===== src/rtl/iosd_pkg.sv =====
// constants, operation codes and state type for the i/o access decoder
package iosd_pkg;

	// i/o address windows (i/o numbering, except extended i/o, which uses data-space numbering)
	localparam logic [7:0] IOSD_BIT_IO_FIRST = 8'h00;
	localparam logic [7:0] IOSD_BIT_IO_LAST = 8'h1F;
	localparam logic [7:0] IOSD_PORT_IO_FIRST = 8'h00;
	localparam logic [7:0] IOSD_PORT_IO_LAST = 8'h3F;
	localparam logic [7:0] IOSD_IO_DATA_OFFSET = 8'h20;
	localparam logic [7:0] IOSD_EXT_IO_FIRST = 8'h60;
	localparam logic [7:0] IOSD_EXT_IO_LAST = 8'hFF;
	localparam int IOSD_PORT_COUNT = 64;

	// data-space window this block serves: i/o plus extended i/o
	localparam logic [15:0] IOSD_DATA_FIRST = 16'h0020;
	localparam logic [15:0] IOSD_DATA_LAST = 16'h00FF;

	// field widths and positions
	localparam int IOSD_DATA_W = 8;
	localparam int IOSD_PC_W = 16;
	localparam int IOSD_BITSEL_W = 3;
	localparam int IOSD_DISP_W = 6;

	// cycles with ready low between acceptance and completion for every operation
	localparam int IOSD_OP_CYCLES = 2;

	// reset values
	localparam logic [7:0] IOSD_RST_BYTE = 8'h00;
	localparam logic [15:0] IOSD_RST_PC = 16'h0000;

	typedef enum logic [3:0] {
		PORT_READ_OP,
		PORT_WRITE_OP,
		IO_BIT_SET_OP,
		IO_BIT_CLEAR_OP,
		SKIP_IF_IO_BIT_ONE,
		SKIP_IF_IO_BIT_ZERO,
		MEMORY_READ_OP,
		DIRECT_MEMORY_READ,
		DISPLACED_MEMORY_READ,
		MEMORY_WRITE_OP,
		DIRECT_MEMORY_WRITE,
		DISPLACED_MEMORY_WRITE,
		POINTER_JUMP_OP
	} iosd_op_e;

	typedef enum logic [1:0] {
		IOSD_IDLE,
		IOSD_ACCESS,
		IOSD_CAPTURE
	} iosd_state_e;

endpackage


===== src/rtl/iosd_core.sv =====
// i/o space access decoder: port, bit, skip, data-space and pointer jump paths
//
// What this block does
// - bit set and clear reach only i/o addresses 0x00 to 0x1F, one bit.
// - skip-next tests one bit set or clear in the low bit-accessible range.
// - a bit set or clear writes only its bit; neighbours stay untouched.
// - some status flags clear when a one is written to their bit.
// - port read and write use i/o addresses 0x00 to 0x3F from the opcode.
// - data-space address of an i/o register is its i/o address plus 0x20.
// - extended i/o 0x60 to 0xFF is reached only by data-space loads and stores.
// - pointer jump loads pc from the pointer pair in 3 cycles, flags unchanged.
`timescale 1ns/1ps
module iosd_core
	import iosd_pkg::*;
(
	input wire logic clk,
	input wire logic rstn,
	input wire logic op_valid,
	input wire iosd_op_e op_kind,
	input wire logic [15:0] op_addr,
	input wire logic [5:0] op_disp,
	input wire logic [2:0] op_bit,
	input wire logic [7:0] op_wdata,
	input wire logic [15:0] ptr_z,
	output logic op_ready,
	output logic [7:0] per_addr,
	output logic per_rd,
	output logic per_wr,
	output logic [7:0] per_wdata,
	output logic [7:0] per_wmask,
	input wire logic [7:0] per_rdata,
	output logic res_done,
	output logic res_err,
	output logic [7:0] res_rdata,
	output logic res_skip,
	output logic pc_load,
	output logic [15:0] pc_value
);

	typedef struct packed {
		iosd_state_e state;
		iosd_op_e kind;
		logic [2:0] bit_sel;
		logic legal;
		logic rd_pending;
		logic ready;
		logic [7:0] addr;
		logic rd;
		logic wr;
		logic [7:0] wdata;
		logic [7:0] wmask;
		logic done;
		logic err;
		logic [7:0] rdata;
		logic skip;
		logic pc_ld;
		logic [15:0] pc;
		logic [15:0] ptr;
	} iosd_state_s;

	iosd_state_s s_reg;
	iosd_state_s s_next;

	logic [7:0] map_addr;
	logic map_legal;
	logic map_rd;
	logic map_wr;
	logic [7:0] map_mask;
	logic [7:0] map_byte;
	// one gate per lane keeps the returned bit's path short; the held bit
	// number picks the lane, not the live input, which may already move on
	logic [7:0] lane_sel;
	logic [7:0] lane_one;
	logic bit_is_one;
	logic take;

	genvar gi;
	generate
		for (gi = 0; gi < IOSD_DATA_W; gi++) begin : g_lane
			assign lane_sel[gi] = (s_reg.bit_sel == 3'(gi));
			assign lane_one[gi] = lane_sel[gi] && per_rdata[gi];
		end
	endgenerate

	assign bit_is_one = |lane_one;
	assign take = op_valid && s_reg.ready;

	iosd_addr_map u_map (
		.kind(op_kind),
		.addr(op_addr),
		.disp(op_disp),
		.bit_sel(op_bit),
		.wdata(op_wdata),
		.data_addr(map_addr),
		.legal(map_legal),
		.is_rd(map_rd),
		.is_wr(map_wr),
		.wmask(map_mask),
		.wbyte(map_byte)
	);

	function automatic logic is_skip(input iosd_op_e k);
		is_skip = (k == SKIP_IF_IO_BIT_ONE) || (k == SKIP_IF_IO_BIT_ZERO);
	endfunction

	function automatic logic is_jump(input iosd_op_e k);
		is_jump = (k == POINTER_JUMP_OP);
	endfunction

	// a refused test never skips, so junk on the read bus cannot move the pc
	function automatic logic skip_taken(input iosd_op_e k, input logic ok, input logic one);
		skip_taken = 1'b0;
		if (ok && is_skip(k)) begin
			skip_taken = (k == SKIP_IF_IO_BIT_ONE) ? one : !one;
		end
	endfunction

	// reset image: strobes low, ready high, data fields zero
	function automatic iosd_state_s iosd_rst();
		iosd_state_s r;
		r.state = IOSD_IDLE;
		r.kind = PORT_READ_OP;
		r.bit_sel = 3'h0;
		r.legal = 1'b0;
		r.rd_pending = 1'b0;
		r.ready = 1'b1;
		r.addr = IOSD_RST_BYTE;
		r.rd = 1'b0;
		r.wr = 1'b0;
		r.wdata = IOSD_RST_BYTE;
		r.wmask = IOSD_RST_BYTE;
		r.done = 1'b0;
		r.err = 1'b0;
		r.rdata = IOSD_RST_BYTE;
		r.skip = 1'b0;
		r.pc_ld = 1'b0;
		r.pc = IOSD_RST_PC;
		r.ptr = IOSD_RST_PC;
		iosd_rst = r;
	endfunction

	always_comb begin
		s_next = s_reg;
		// strobes and result pulses last one cycle
		s_next.rd = 1'b0;
		s_next.wr = 1'b0;
		s_next.done = 1'b0;
		s_next.pc_ld = 1'b0;
		case (s_reg.state)
			IOSD_IDLE: begin
				// ready is high only here, so requests are held off while busy
				if (take) begin
					s_next.state = IOSD_ACCESS;
					s_next.ready = 1'b0;
					s_next.kind = op_kind;
					s_next.bit_sel = op_bit;
					s_next.legal = map_legal;
					// target held only for a jump; other ops keep the last one
					if (is_jump(op_kind)) begin
						s_next.ptr = ptr_z;
					end
					// refused accesses raise no strobe, so reserved or
					// out-of-window slots are never touched
					s_next.addr = map_addr;
					s_next.rd = map_legal && map_rd;
					s_next.rd_pending = map_legal && map_rd;
					s_next.wr = map_legal && map_wr;
					s_next.wdata = map_byte;
					s_next.wmask = map_mask;
				end
			end
			IOSD_ACCESS: begin
				// slave answers one cycle after the strobe
				s_next.state = IOSD_CAPTURE;
			end
			IOSD_CAPTURE: begin
				s_next.state = IOSD_IDLE;
				s_next.ready = 1'b1;
				s_next.done = 1'b1;
				s_next.err = !s_reg.legal;
				s_next.skip = skip_taken(s_reg.kind, s_reg.legal, bit_is_one);
				if (s_reg.rd_pending) begin
					s_next.rdata = per_rdata;
				end
				// jump completes on the same schedule; no flag is touched here
				if (is_jump(s_reg.kind)) begin
					s_next.pc_ld = 1'b1;
					s_next.pc = s_reg.ptr;
				end
				s_next.rd_pending = 1'b0;
			end
			default: begin
				s_next.state = IOSD_IDLE;
				s_next.ready = 1'b1;
			end
		endcase
	end

	always_ff @(posedge clk) begin
		// one image for every field, so none is left out of reset
		if (!rstn) begin
			s_reg <= iosd_rst();
		end else begin
			s_reg <= s_next;
		end
	end

	assign op_ready = s_reg.ready;
	assign per_addr = s_reg.addr;
	assign per_rd = s_reg.rd;
	assign per_wr = s_reg.wr;
	assign per_wdata = s_reg.wdata;
	assign per_wmask = s_reg.wmask;
	assign res_done = s_reg.done;
	assign res_err = s_reg.err;
	assign res_rdata = s_reg.rdata;
	assign res_skip = s_reg.skip;
	assign pc_load = s_reg.pc_ld;
	assign pc_value = s_reg.pc;

endmodule // iosd_core


===== src/rtl/iosd_addr_map.sv =====
// address mapping, legality check and write mask for one operation
`timescale 1ns/1ps
module iosd_addr_map
	import iosd_pkg::*;
(
	input wire iosd_op_e kind,
	input wire logic [15:0] addr,
	input wire logic [5:0] disp,
	input wire logic [2:0] bit_sel,
	input wire logic [7:0] wdata,
	output logic [7:0] data_addr,
	output logic legal,
	output logic is_rd,
	output logic is_wr,
	output logic [7:0] wmask,
	output logic [7:0] wbyte
);

	function automatic logic [7:0] iosd_onehot(input logic [2:0] b);
		iosd_onehot = 8'h01 << b;
	endfunction

	function automatic logic in_data_window(input logic [15:0] a);
		in_data_window = (a >= IOSD_DATA_FIRST) && (a <= IOSD_DATA_LAST);
	endfunction

	logic [15:0] eff_addr;
	logic [7:0] io_plus;

	always_comb begin
		eff_addr = addr;
		io_plus = addr[7:0] + IOSD_IO_DATA_OFFSET;
		data_addr = io_plus;
		legal = 1'b0;
		is_rd = 1'b0;
		is_wr = 1'b0;
		wmask = 8'hFF;
		wbyte = wdata;
		case (kind)
			PORT_READ_OP, PORT_WRITE_OP: begin
				// 64 port slots only; extended i/o never reached here
				legal = (addr[15:8] == 8'h00) && (addr[7:0] <= IOSD_PORT_IO_LAST);
				is_rd = (kind == PORT_READ_OP);
				is_wr = (kind == PORT_WRITE_OP);
			end
			IO_BIT_SET_OP, IO_BIT_CLEAR_OP: begin
				legal = (addr[15:8] == 8'h00) && (addr[7:0] <= IOSD_BIT_IO_LAST);
				is_wr = 1'b1;
				// only the named lane is enabled, so w1c flags beside it stay
				wmask = iosd_onehot(bit_sel);
				// a set writes one in that lane, clearing a w1c flag there
				wbyte = (kind == IO_BIT_SET_OP) ? iosd_onehot(bit_sel) : 8'h00;
			end
			SKIP_IF_IO_BIT_ONE, SKIP_IF_IO_BIT_ZERO: begin
				legal = (addr[15:8] == 8'h00) && (addr[7:0] <= IOSD_BIT_IO_LAST);
				is_rd = 1'b1;
			end
			MEMORY_READ_OP, DIRECT_MEMORY_READ, MEMORY_WRITE_OP, DIRECT_MEMORY_WRITE,
			DISPLACED_MEMORY_READ, DISPLACED_MEMORY_WRITE: begin
				if (kind == DISPLACED_MEMORY_READ || kind == DISPLACED_MEMORY_WRITE) begin
					eff_addr = addr + {10'h000, disp};
				end
				// data-space path covers both i/o and extended i/o
				data_addr = eff_addr[7:0];
				legal = in_data_window(eff_addr);
				is_rd = (kind == MEMORY_READ_OP) || (kind == DIRECT_MEMORY_READ) ||
					(kind == DISPLACED_MEMORY_READ);
				is_wr = !is_rd;
			end
			POINTER_JUMP_OP: begin
				legal = 1'b1;
			end
			default: begin
				legal = 1'b0;
			end
		endcase
	end

endmodule // iosd_addr_map


===== config.mk =====
export PLATFORM = sky130hd
export DESIGN_NAME = iosd_core
export DESIGN_NICKNAME = d
export VERILOG_FILES = /design/src/rtl/iosd_pkg.sv /design/src/rtl/iosd_core.sv /design/src/rtl/iosd_addr_map.sv
export SDC_FILE = /design/constraint.sdc
export NUM_CORES = 1
export LEC_CHECK = 0
export ABC_CLOCK_PERIOD_IN_PS = 5100
export BUFFER_PORTS_ARGS = -buffer_cell sky130_fd_sc_hd__buf_2
export CAP_MARGIN = 20
export CORE_UTILIZATION = 56
export DETAILED_ROUTE_END_ITERATION = 10
export PLACE_DENSITY_LB_ADDON = 0.05
export SLEW_MARGIN = 10
export SYNTH_ARGS = -nofsm -noshare
export SYNTH_HDL_FRONTEND = slang
export SYNTH_SLANG_ARGS = --single-unit

===== constraint.sdc =====
create_clock -name clk -period 5.1 [get_ports clk]
set_clock_uncertainty 0.1 [all_clocks]
set_input_delay 1.02 -clock clk [delete_from_list [all_inputs] [get_ports clk]]
set_output_delay 1.02 -clock clk [all_outputs]
set_load 0.01 [all_outputs]

==> flow_summary.json, run 1 <==
{
  "cp_max_fo": 4,
  "gp_congestion": 0.821,
  "antenna_found_initial": 0,
  "p_leak_nw": 2.05,
  "grt_max_degree": 63,
  "htreeDepth": 3,
  "drc_errors": 0,
  "wire_per_inst_um": 13.4,
  "synth_area_per_cell_um2": 8.26,
  "worstSetupEndpointType": "register",
  "outcome": "completed",
  "synth_area_um2": 4060,
  "cts-buffers-inserted": 9,
  "finalMaxSlewViolations": 0,
  "nets": 626,
  "setup_violations": 0,
  "cts.path.max_buffers": 2,
  "timing.final.crit_share_pct": 61.6,
  "yosysSeqAreaShare_pct": 40.4,
  "grt_pass1_vias": 3030,
  "crit-reg2reg-launch": "s_reg[80]",
  "area_growth_pct": 11.5,
  "synth_top_area_share_pct": 40.4,
  "synth_ff_type": "dfxtp_1",
  "hold_end": "per_wmask[5]",
  "io_buffers": 118,
  "rr_endpoint": "s_reg[2]",
  "post_cts_resize_count": 0,
  "io_pins": 119,
  "routed_via_density": 5.37,
  "largest_register_ffs": 27,
  "synth.area.top_cells": "dfxtp_1, buf_4, nand2_1",
  "hp-class": "reg2reg",
  "multi_input_area_um2": 1950,
  "synth_cells": 492,
  "hold_viol": 0,
  "cts_hold_buf": 0,
  "async_flop_share_pct": 0,
  "wirelength_mm": 8.77,
  "hp-start": "per_wmask[5]",
  "setup_tns_ns": 0,
  "startpoint_type": "primary input",
  "synthesis.nets": 564,
  "fmax_mhz": 318,
  "ys_types": 56,
  "r2r_cells": 6,
  "clk_pin_slew_worst_paths_ns": 0.08,
  "synth.largest_area_cell": "dfxtp_1",
  "arrival_ns": 3.31,
  "final_util_pct": 65.6,
  "yosysWarnings": 0,
  "postCtsSetupBuffers": 0,
  "diodes": 0,
  "hold_depth": 2,
  "insertion_delay_ns": 0.34,
  "drt_iter0_drc": 121,
  "grt_setup_unrepaired": "false",
  "cts_tree": "yes",
  "grt_overflow": 0,
  "clock-sinks": 82,
  "r2r_slack_ns": 2.73,
  "dr_total_vias": 3519,
  "rows": 30,
  "dp_hpwl_mm": 6.29,
  "gr-usage-all-layers_pct": 23.0,
  "die_area_um2": 7600,
  "drive_gt1_share_pct": 27.0,
  "cp.required_ns": 5.27,
  "grt_pass1_wl_mm": 13.7,
  "chipWidth_um": 87.2,
  "coreArea_um2": 6910,
  "nFillCells": 651,
  "start_util_pct": 58.8,
  "fin_total_pwr_mw": 1.31,
  "ir_drop_v": 0.000153,
  "min_period_ns": 3.14,
  "synth_edf_count": 0,
  "synth.most_common_cell": "nand2_1",
  "worst_pin_slew_ns": 1.04,
  "drtPass1Iterations": 4,
  "ff_latch_area_um2": 1640,
  "critPathKind": "in2reg",
  "power_density_nw_per_um2": 290,
  "maxSlewHeadroom_pct": 30.5,
  "ys_seq_elements": 82,
  "synth_common_cells": "nand2_1, dfxtp_1, a21oi_1",
  "drtAntennaViolNets": 0,
  "cap_violations": 0,
  "root_buffer": "clkbuf_8",
  "chipHeight_um": 87.2
}
worst max-delay path by stage:
| stage | endpoint | cells after the start | startpoint | slack [ns] |
|---|---|---|---|---|
| 6_report | per_wr | 10 | op_addr[0] | 1.96 |
| 5_1_grt | per_wr | 10 | op_addr[0] | 1.83 |
| 4_1_cts | per_wr | 10 | op_addr[0] | 1.99 |
| 3_5_place_dp | per_wr | 10 | op_addr[0] | 1.61 |
| 3_3_place_gp | per_wr | 10 | op_addr[0] | 1.68 |
| 2_1_floorplan | per_wr | 9 | op_addr[0] | 1.93 |
metal layers:
| metal | global-route usage, % | vias up | routed length [um] |
|---|---|---|---|
| met5 | 0 | - | 0 |
| met4 | 7.30 | 0 | 82 |
| met3 | 5.88 | 11 | 666 |
| met2 | 39.0 | 117 | 4130 |
| met1 | 28.6 | 1618 | 3890 |
| li1 | - | 1773 | - |
logic make-up (layout without fill, tap and decap cells):
logic type / count (synthesis) / count (layout) / synth area share (%)
AOI/OAI and AO/OA: 105 / 105 / 15.9
xor gates and xnor gates: 8 / 8 / 1.91
adders and majority gates: 9 / 9 / 2.89
buffers and inverters: 75 / 142 / 11.7
DFF: 82 / 82 / 40.4
muxes: 20 / 20 / 5.54
and+or+nand+nor: 193 / 193 / 21.7
cell usage in the layout (no fill, tap or decap), types with 6 or more instances in the layout:
cell type  synthesis  layout
o21ai_0           16      16
a21o_1             6       6
ha_1               7       7
nor3_1             8       8
a21oi_1           51      51
mux2i_1           18      18
nand2_1           96      96
buf_2              4     118
clkbuf_8           0       9
dfxtp_1           82      82
nor2_1            38      38
nand3_1           11      11
critical path, cell delays in order:
cell,delay (ns)
buf_2,0.10
ha_1,0.23
fa_1,0.42
a21o_1,0.22
a31oi_1,0.30
nor3_1,0.14
or3_1,0.33
a22oi_1,0.25
a31oi_4,0.15
nor4_2,0.13
power by group:
part	total [mW]	switching [mW]	internal (mW)	leakage (nW)
Sequential	0.682	0.0152	0.667	0.667
Combinational	0.203	0.119	0.0845	1.30
Clock	0.426	0.245	0.181	0.0795
Total	1.31	0.379	0.932	2.05
metrics by stage:
stage	hold slack [ns]	cells	cell area, um^2	setup WS, ns
finish	0.342	655	4530	1.96
global route	0.355	655	4530	1.83
CTS	0.345	653	4510	1.99
detailed placement	0.332	637	4330	1.61
global placement	0.327	637	4330	1.68
floorplan	0.323	492	4060	1.93
cell type report:
cell class	instances	share of cell area [%]
multi-input cells	335	43.0
flip-flops and latches	82	36.2
repair buffers	122	13.9
clock buffers	10	2.82
well taps	96	2.65
clock inverters	6	1.08
inverters	4	0.331
Power figures use the tool's default switching activity.
==> run 2, diff against run 1 <==
- ABC_AREA: unset -> 1
- ABC_CLOCK_PERIOD_IN_PS: 5100 -> 2700
- CORE_UTILIZATION: 56 -> 47
- clock period: 5.1 -> 2.7 ns (I/O delays scaled with it)
==> run 2 against run 1 <==
Net effect:
- global-route usage decreased by 1.5 points
- cell area increased by 5.5%
- critical endpoint is now s_reg[71]
- total power grew 110%
- first-iteration DRC count is 4.1% lower
- non-clock buffer count up 4
- combinational power increased by 100%
- largest cell class unchanged
- clock-buffer cell count fell by 1
- setup slack got worse by 1.5 ns
- hold slack gained 0.0051 ns
- die area grew 23%
==> flow_summary.json, run 2 <==
{
  "grt_pass1_wl_mm": 15.6,
  "ir_drop_v": 0.000290,
  "hold_viol": 0,
  "drtAntennaViolNets": 0,
  "grt_setup_unrepaired": "false",
  "synth_ff_type": "dfxtp_1",
  "synth.largest_area_cell": "dfxtp_1",
  "io_pins": 119,
  "cp.required_ns": 2.89,
  "maxSlewHeadroom_pct": 50.4,
  "cp_max_fo": 8,
  "synth_common_cells": "nand2_1, nor2_1, dfxtp_1",
  "critPathMaxStageDelay_ns": 0.42,
  "drive_gt1_share_pct": 23.7,
  "postCtsSetupBuffers": 0,
  "worst_path_max_delay_cell": "fa_1",
  "dp_hpwl_mm": 7.40,
  "grt_pass1_vias": 3419,
  "die_area_um2": 9330,
  "grt_overflow": 0,
  "synth_area_per_cell_um2": 7.08,
  "layout_common_cells": "nand2_1, buf_2, nor2_1, dfxtp_1, o21ai_0",
  "synth_area_um2": 4210,
  "power_density_nw_per_um2": 573,
  "area_growth_pct": 13.6,
  "coreArea_um2": 8680,
  "clk_pin_slew_worst_paths_ns": 0.09,
  "grt_max_degree": 35,
  "synth_edf_count": 0,
  "drtPass1Iterations": 4,
  "async_flop_share_pct": 0,
  "drc_errors": 0,
  "min_period_ns": 2.25,
  "cts.path.max_buffers": 2,
  "yosysSeqAreaShare_pct": 39.0,
  "arrival_ns": 2.45,
  "nets": 737,
  "dr_total_vias": 3816,
  "outcome": "completed",
  "p_leak_nw": 2.32,
  "largest_register_ffs": 27,
  "synthesis.nets": 666,
  "hp-class": "in2reg",
  "cts-buffers-inserted": 9,
  "setup_tns_ns": 0,
  "wl_met2_mm": 4.45,
  "worst_pin_slew_ns": 0.738,
  "chipWidth_um": 96.6,
  "hp-start": "ptr_z[12]",
  "gr-usage-all-layers_pct": 21.5,
  "start_util_pct": 48.5,
  "synth_top_area_share_pct": 39.0,
  "hold_slack_ns": 0.347,
  "diodes": 0,
  "cts_tree": "yes",
  "finalMaxSlewViolations": 0,
  "top_layer": "met4",
  "drt_iter0_drc": 116,
  "cp_cell_sequence": "buf_2, ha_1, fa_1, nand3_1, nand2_1, nand2_1, o21ai_2, nand2_1, nand2_1, nand2_1, nand2_1, nor2_1, nand3_1, nand2_1, nand2_1, nand2_1",
  "clock-sinks": 82,
  "ys_seq_elements": 82,
  "yosysWarnings": 0,
  "critPathKind": "in2reg",
  "antenna_found_initial": 0,
  "post_cts_resize_count": 0,
  "rows": 34,
  "crit-reg2reg-launch": "s_reg[81]",
  "cap_violations": 0,
  "wirelength_mm": 9.74,
  "wl_met1_mm": 4.76,
  "startpoint_type": "primary input",
  "htreeDepth": 3,
  "routed_via_density": 4.90,
  "ys_types": 38,
  "setup_violations": 0,
  "worst_path_most_repeated_cell": "nand2_1",
  "wire_per_inst_um": 12.5,
  "root_buffer": "clkbuf_8",
  "crit_start": "op_addr[0]",
  "chipHeight_um": 96.6,
  "cts_hold_buf": 0,
  "timing.final.crit_share_pct": 83.4,
  "insertion_delay_ns": 0.35,
  "io_buffers": 118,
  "final_common_cell": "nand2_1",
  "synth.area.top_cells": "dfxtp_1, nand2_1, buf_4",
  "synth_cells": 594,
  "gp_congestion": 0.792,
  "worstSetupEndpointType": "register",
  "met3_wirelength_um": 446,
  "nFillCells": 871,
  "synth.most_common_cell": "nand2_1",
  "fmax_mhz": 444
}
[run 2: cell types whose count changed after synthesis, sizes merged, moves of 21 or more]
cell and delta:
a21oi -34, inv +40, nand2 +38, nand3 +21
nor2 +61, o21ai +45
[run 2: logic make-up (layout without fill, tap and decap cells)]
group / Yosys count / count (layout) / synth area share, %
AOI/OAI and AO/OA: 98 / 98 / 12.7
xor gates and xnor gates: 4 / 4 / 0.833
adders and majority gates: 8 / 8 / 2.56
buffers and inverters: 110 / 186 / 14.7
DFF: 82 / 82 / 39.0
and+or+nand+nor: 292 / 292 / 30.2
[run 2: final cells by class]
cell class              count  area, um^2  area share, %
clock buffers               9         124           2.59
clock inverters             7         106           2.23
inverters                  44         170           3.56
multi-input cells         402        1950           40.8
flip-flops and latches     82        1640           34.4
well taps                 108         135           2.83
repair buffers            126         651           13.6
[run 2: stage by stage]
stage          util (%)  cells  total power, mW  cell area (um^2)  setup slack, ns
2_1_floorplan         -    594             1.62              4210            0.492
3_3_place_gp       52.4    762             1.74              4550            0.164
6_report           55.0    778             2.74              4780            0.448
4_1_cts            55.0    778             2.77              4780            0.454
3_5_place_dp       52.4    762             1.74              4550           0.0754
5_1_grt            55.0    778             2.87              4780            0.322
[run 2: final timing paths]
kind | end | slack, ns | cells past startpoint
max reg2reg | pc_value[9] | 0.95 | 8
min | s_reg[12] | 0.35 | 3
min reg2reg | per_wmask[5] | 0.35 | 2
max | s_reg[71] | 0.45 | 16
[run 2: report_power, final]
| group | internal [mW] | switching, mW | total, mW | leakage (nW) |
|---|---|---|---|---|
| clock | 0.539 | 0.484 | 1.02 | 0.117 |
| combinational | 0.157 | 0.254 | 0.412 | 1.54 |
| sequential | 1.27 | 0.0338 | 1.30 | 0.667 |
| total | 1.96 | 0.772 | 2.74 | 2.32 |
[run 2: per-layer routing]
metal,up-vias,GRT usage (%)
li1,2029,-
met1,1689,28.6
met2,91,35.0
met3,7,4.07
met4,0,6.74
met5,-,0
[run 2: worst max-delay path, delay by kind of cell]
family | cells | cell delay [ns]
compound gates | 1 | 0.12
buf+inv | 1 | 0.11
simple gates | 12 | 1.02
fa+ha+maj | 2 | 0.66
==> run 3, diff against run 2 <==
- ABC_CLOCK_PERIOD_IN_PS: 2700 -> 2150
- CORE_UTILIZATION: 47 -> 52
- clock period: 2.7 -> 2.15 ns (I/O delays scaled with it)
==> run 3 against run 2 <==
Net effect:
- clock-buffer cell count grew 4
- sequential power rose by 26%
- core utilization up 7.3 points
- non-clock buffer count up 13
- flip-flop and latch count stayed put
- cell count grew 0.90%
- critical path depth unchanged
- register-to-register slack got worse by 0.45 ns
- setup slack got worse by 0.24 ns
- largest power group unchanged
- highest routed layer unchanged
==> flow_summary.json, run 3 (synthesis gave the netlist of run 2 again) <==
{
  "io_pins": 119,
  "start_util_pct": 54.1,
  "setup_violations": 0,
  "grt_setup_unrepaired": "false",
  "internal_power_mw": 2.33,
  "chipWidth_um": 91.9,
  "drtPass1Iterations": 4,
  "p_leak_nw": 2.35,
  "drt_iter0_drc": 174,
  "coreArea_um2": 7770,
  "chipHeight_um": 91.9,
  "pwr-share-clk_pct": 32.6,
  "crit_start": "op_addr[0]",
  "p_sw_mw": 0.902,
  "critPathMaxStageDelay_ns": 0.36,
  "largest_register_ffs": 27,
  "dp_hpwl_mm": 7.35,
  "dr_total_vias": 3958,
  "critPathKind": "in2reg",
  "finalMaxSlewViolations": 0,
  "htreeDepth": 3,
  "worst_pin_slew_ns": 0.552,
  "drive_gt1_share_pct": 25.5,
  "hp-start": "ptr_z[3]",
  "worst_path_most_repeated_cell": "nand2_1",
  "fin_total_pwr_mw": 3.23,
  "crit-reg2reg-launch": "s_reg[81]",
  "worstSetupEndpointType": "register",
  "drtAntennaViolNets": 0,
  "arrival_ns": 2.13,
  "cp.required_ns": 2.33,
  "grt_max_degree": 35,
  "drc_errors": 0,
  "ir_drop_v": 0.000293,
  "hold_viol": 0,
  "grt_pass1_vias": 3587,
  "cts-buffers-inserted": 9,
  "r2r_slack_ns": 0.50,
  "cp_top_family": "simple AND/OR/NAND/NOR gates",
  "clock-sinks": 82,
  "rows": 32,
  "wire_per_inst_um": 12.2,
  "power_density_nw_per_um2": 667,
  "crit_buf_inv": 2,
  "r2r_cells": 6,
  "cap_violations": 0,
  "rr_endpoint": "pc_value[15]",
  "cts.path.max_buffers": 2,
  "outcome": "completed",
  "clk_pin_slew_worst_paths_ns": 0.08,
  "routed_via_density": 5.04,
  "layout_common_cells": "nand2_1, buf_2, nor2_1, dfxtp_1, o21ai_0",
  "maxSlewHeadroom_pct": 63.2,
  "fmax_mhz": 515,
  "hold_end": "s_reg[3]",
  "min_period_ns": 1.94,
  "seq_power_share_pct": 50.7,
  "cts_tree": "yes",
  "gp_congestion": 0.885,
  "worst_path_max_delay_cell": "fa_2",
  "root_buffer": "clkbuf_8",
  "diodes": 0,
  "wirelength_mm": 9.56,
  "cp_cell_sequence": "buf_2, ha_1, fa_2, nand3_1, nand2_1, nand2_2, o21ai_4, nand3_1, nand2_1, inv_1, nand2_1, nor2_1, nand3_1, nand2_1, nand2_2, nor2_2",
  "die_area_um2": 8450,
  "gr-usage-all-layers_pct": 23.6,
  "hp-class": "in2reg",
  "startpoint_type": "primary input",
  "io_buffers": 118,
  "cp_max_fo": 8,
  "postCtsSetupBuffers": 0,
  "antenna_found_initial": 0,
  "post_cts_resize_count": 0,
  "cts_hold_buf": 0,
  "grt_pass1_wl_mm": 16.1,
  "final_util_pct": 62.4,
  "power_frac_comb_pct": 16.8,
  "switching_share_pct": 27.9,
  "nets": 750,
  "grt_overflow": 0,
  "insertion_delay_ns": 0.34,
  "final_common_cell": "nand2_1",
  "timing.final.crit_share_pct": 90.3,
  "area_growth_pct": 15.2,
  "hold_depth": 3
}
## run 3: routing by layer
layer / global-route usage [%] / wire, um
met1: 31.3 / 4540
met2: 37.8 / 4420
met3: 5.06 / 481
met4: 8.33 / 123
met5: 0 / 0
## run 3: worst min-delay path, delay by kind of cell
kind | cells | cell delay (ns)
buf+inv | 1 | 0.07
compound gates | 1 | 0.07
simple gates | 1 | 0.07
## run 3: layout make-up
type / count / area, um^2
Multi-Input combinational cell: 402 / 1960
Clock buffer: 13 / 169
Sequential cell: 82 / 1640
Timing Repair Buffer: 139 / 748
Inverter: 44 / 170
Clock inverter: 3 / 22.5
Fill cell: 770 / 2920
Tap cell: 102 / 128
## run 3: stage by stage
stage               instances  worst slack (ns)  area [um^2]  TNS, ns  hold WS, ns
floorplan                 594            0.0522         4210        0        0.320
global placement          769            -0.151         4640   -0.569        0.331
detailed placement        769            -0.205         4640   -0.805        0.334
CTS                       785             0.150         4830        0        0.226
global route              785           0.00534         4840        0        0.244
finish                    785             0.208         4840        0        0.241
## run 3: power groups by stage
stage          combinational, mW  sequential (mW)  clock, mW
2_1_floorplan              0.372             1.66          0
3_3_place_gp               0.527             1.67          0
3_5_place_dp               0.538             1.67          0
4_1_cts                    0.540             1.64       1.08
5_1_grt                    0.611             1.65       1.16
6_report                   0.541             1.64       1.05
## run 3: how the worst max path moves through the flow
stage | to | cells past startpoint
detailed placement | per_wr | 16
global placement | per_wr | 16
floorplan | per_wr | 15
finish | per_wr | 16
global route | s_reg[71] | 15
CTS | per_wr | 16
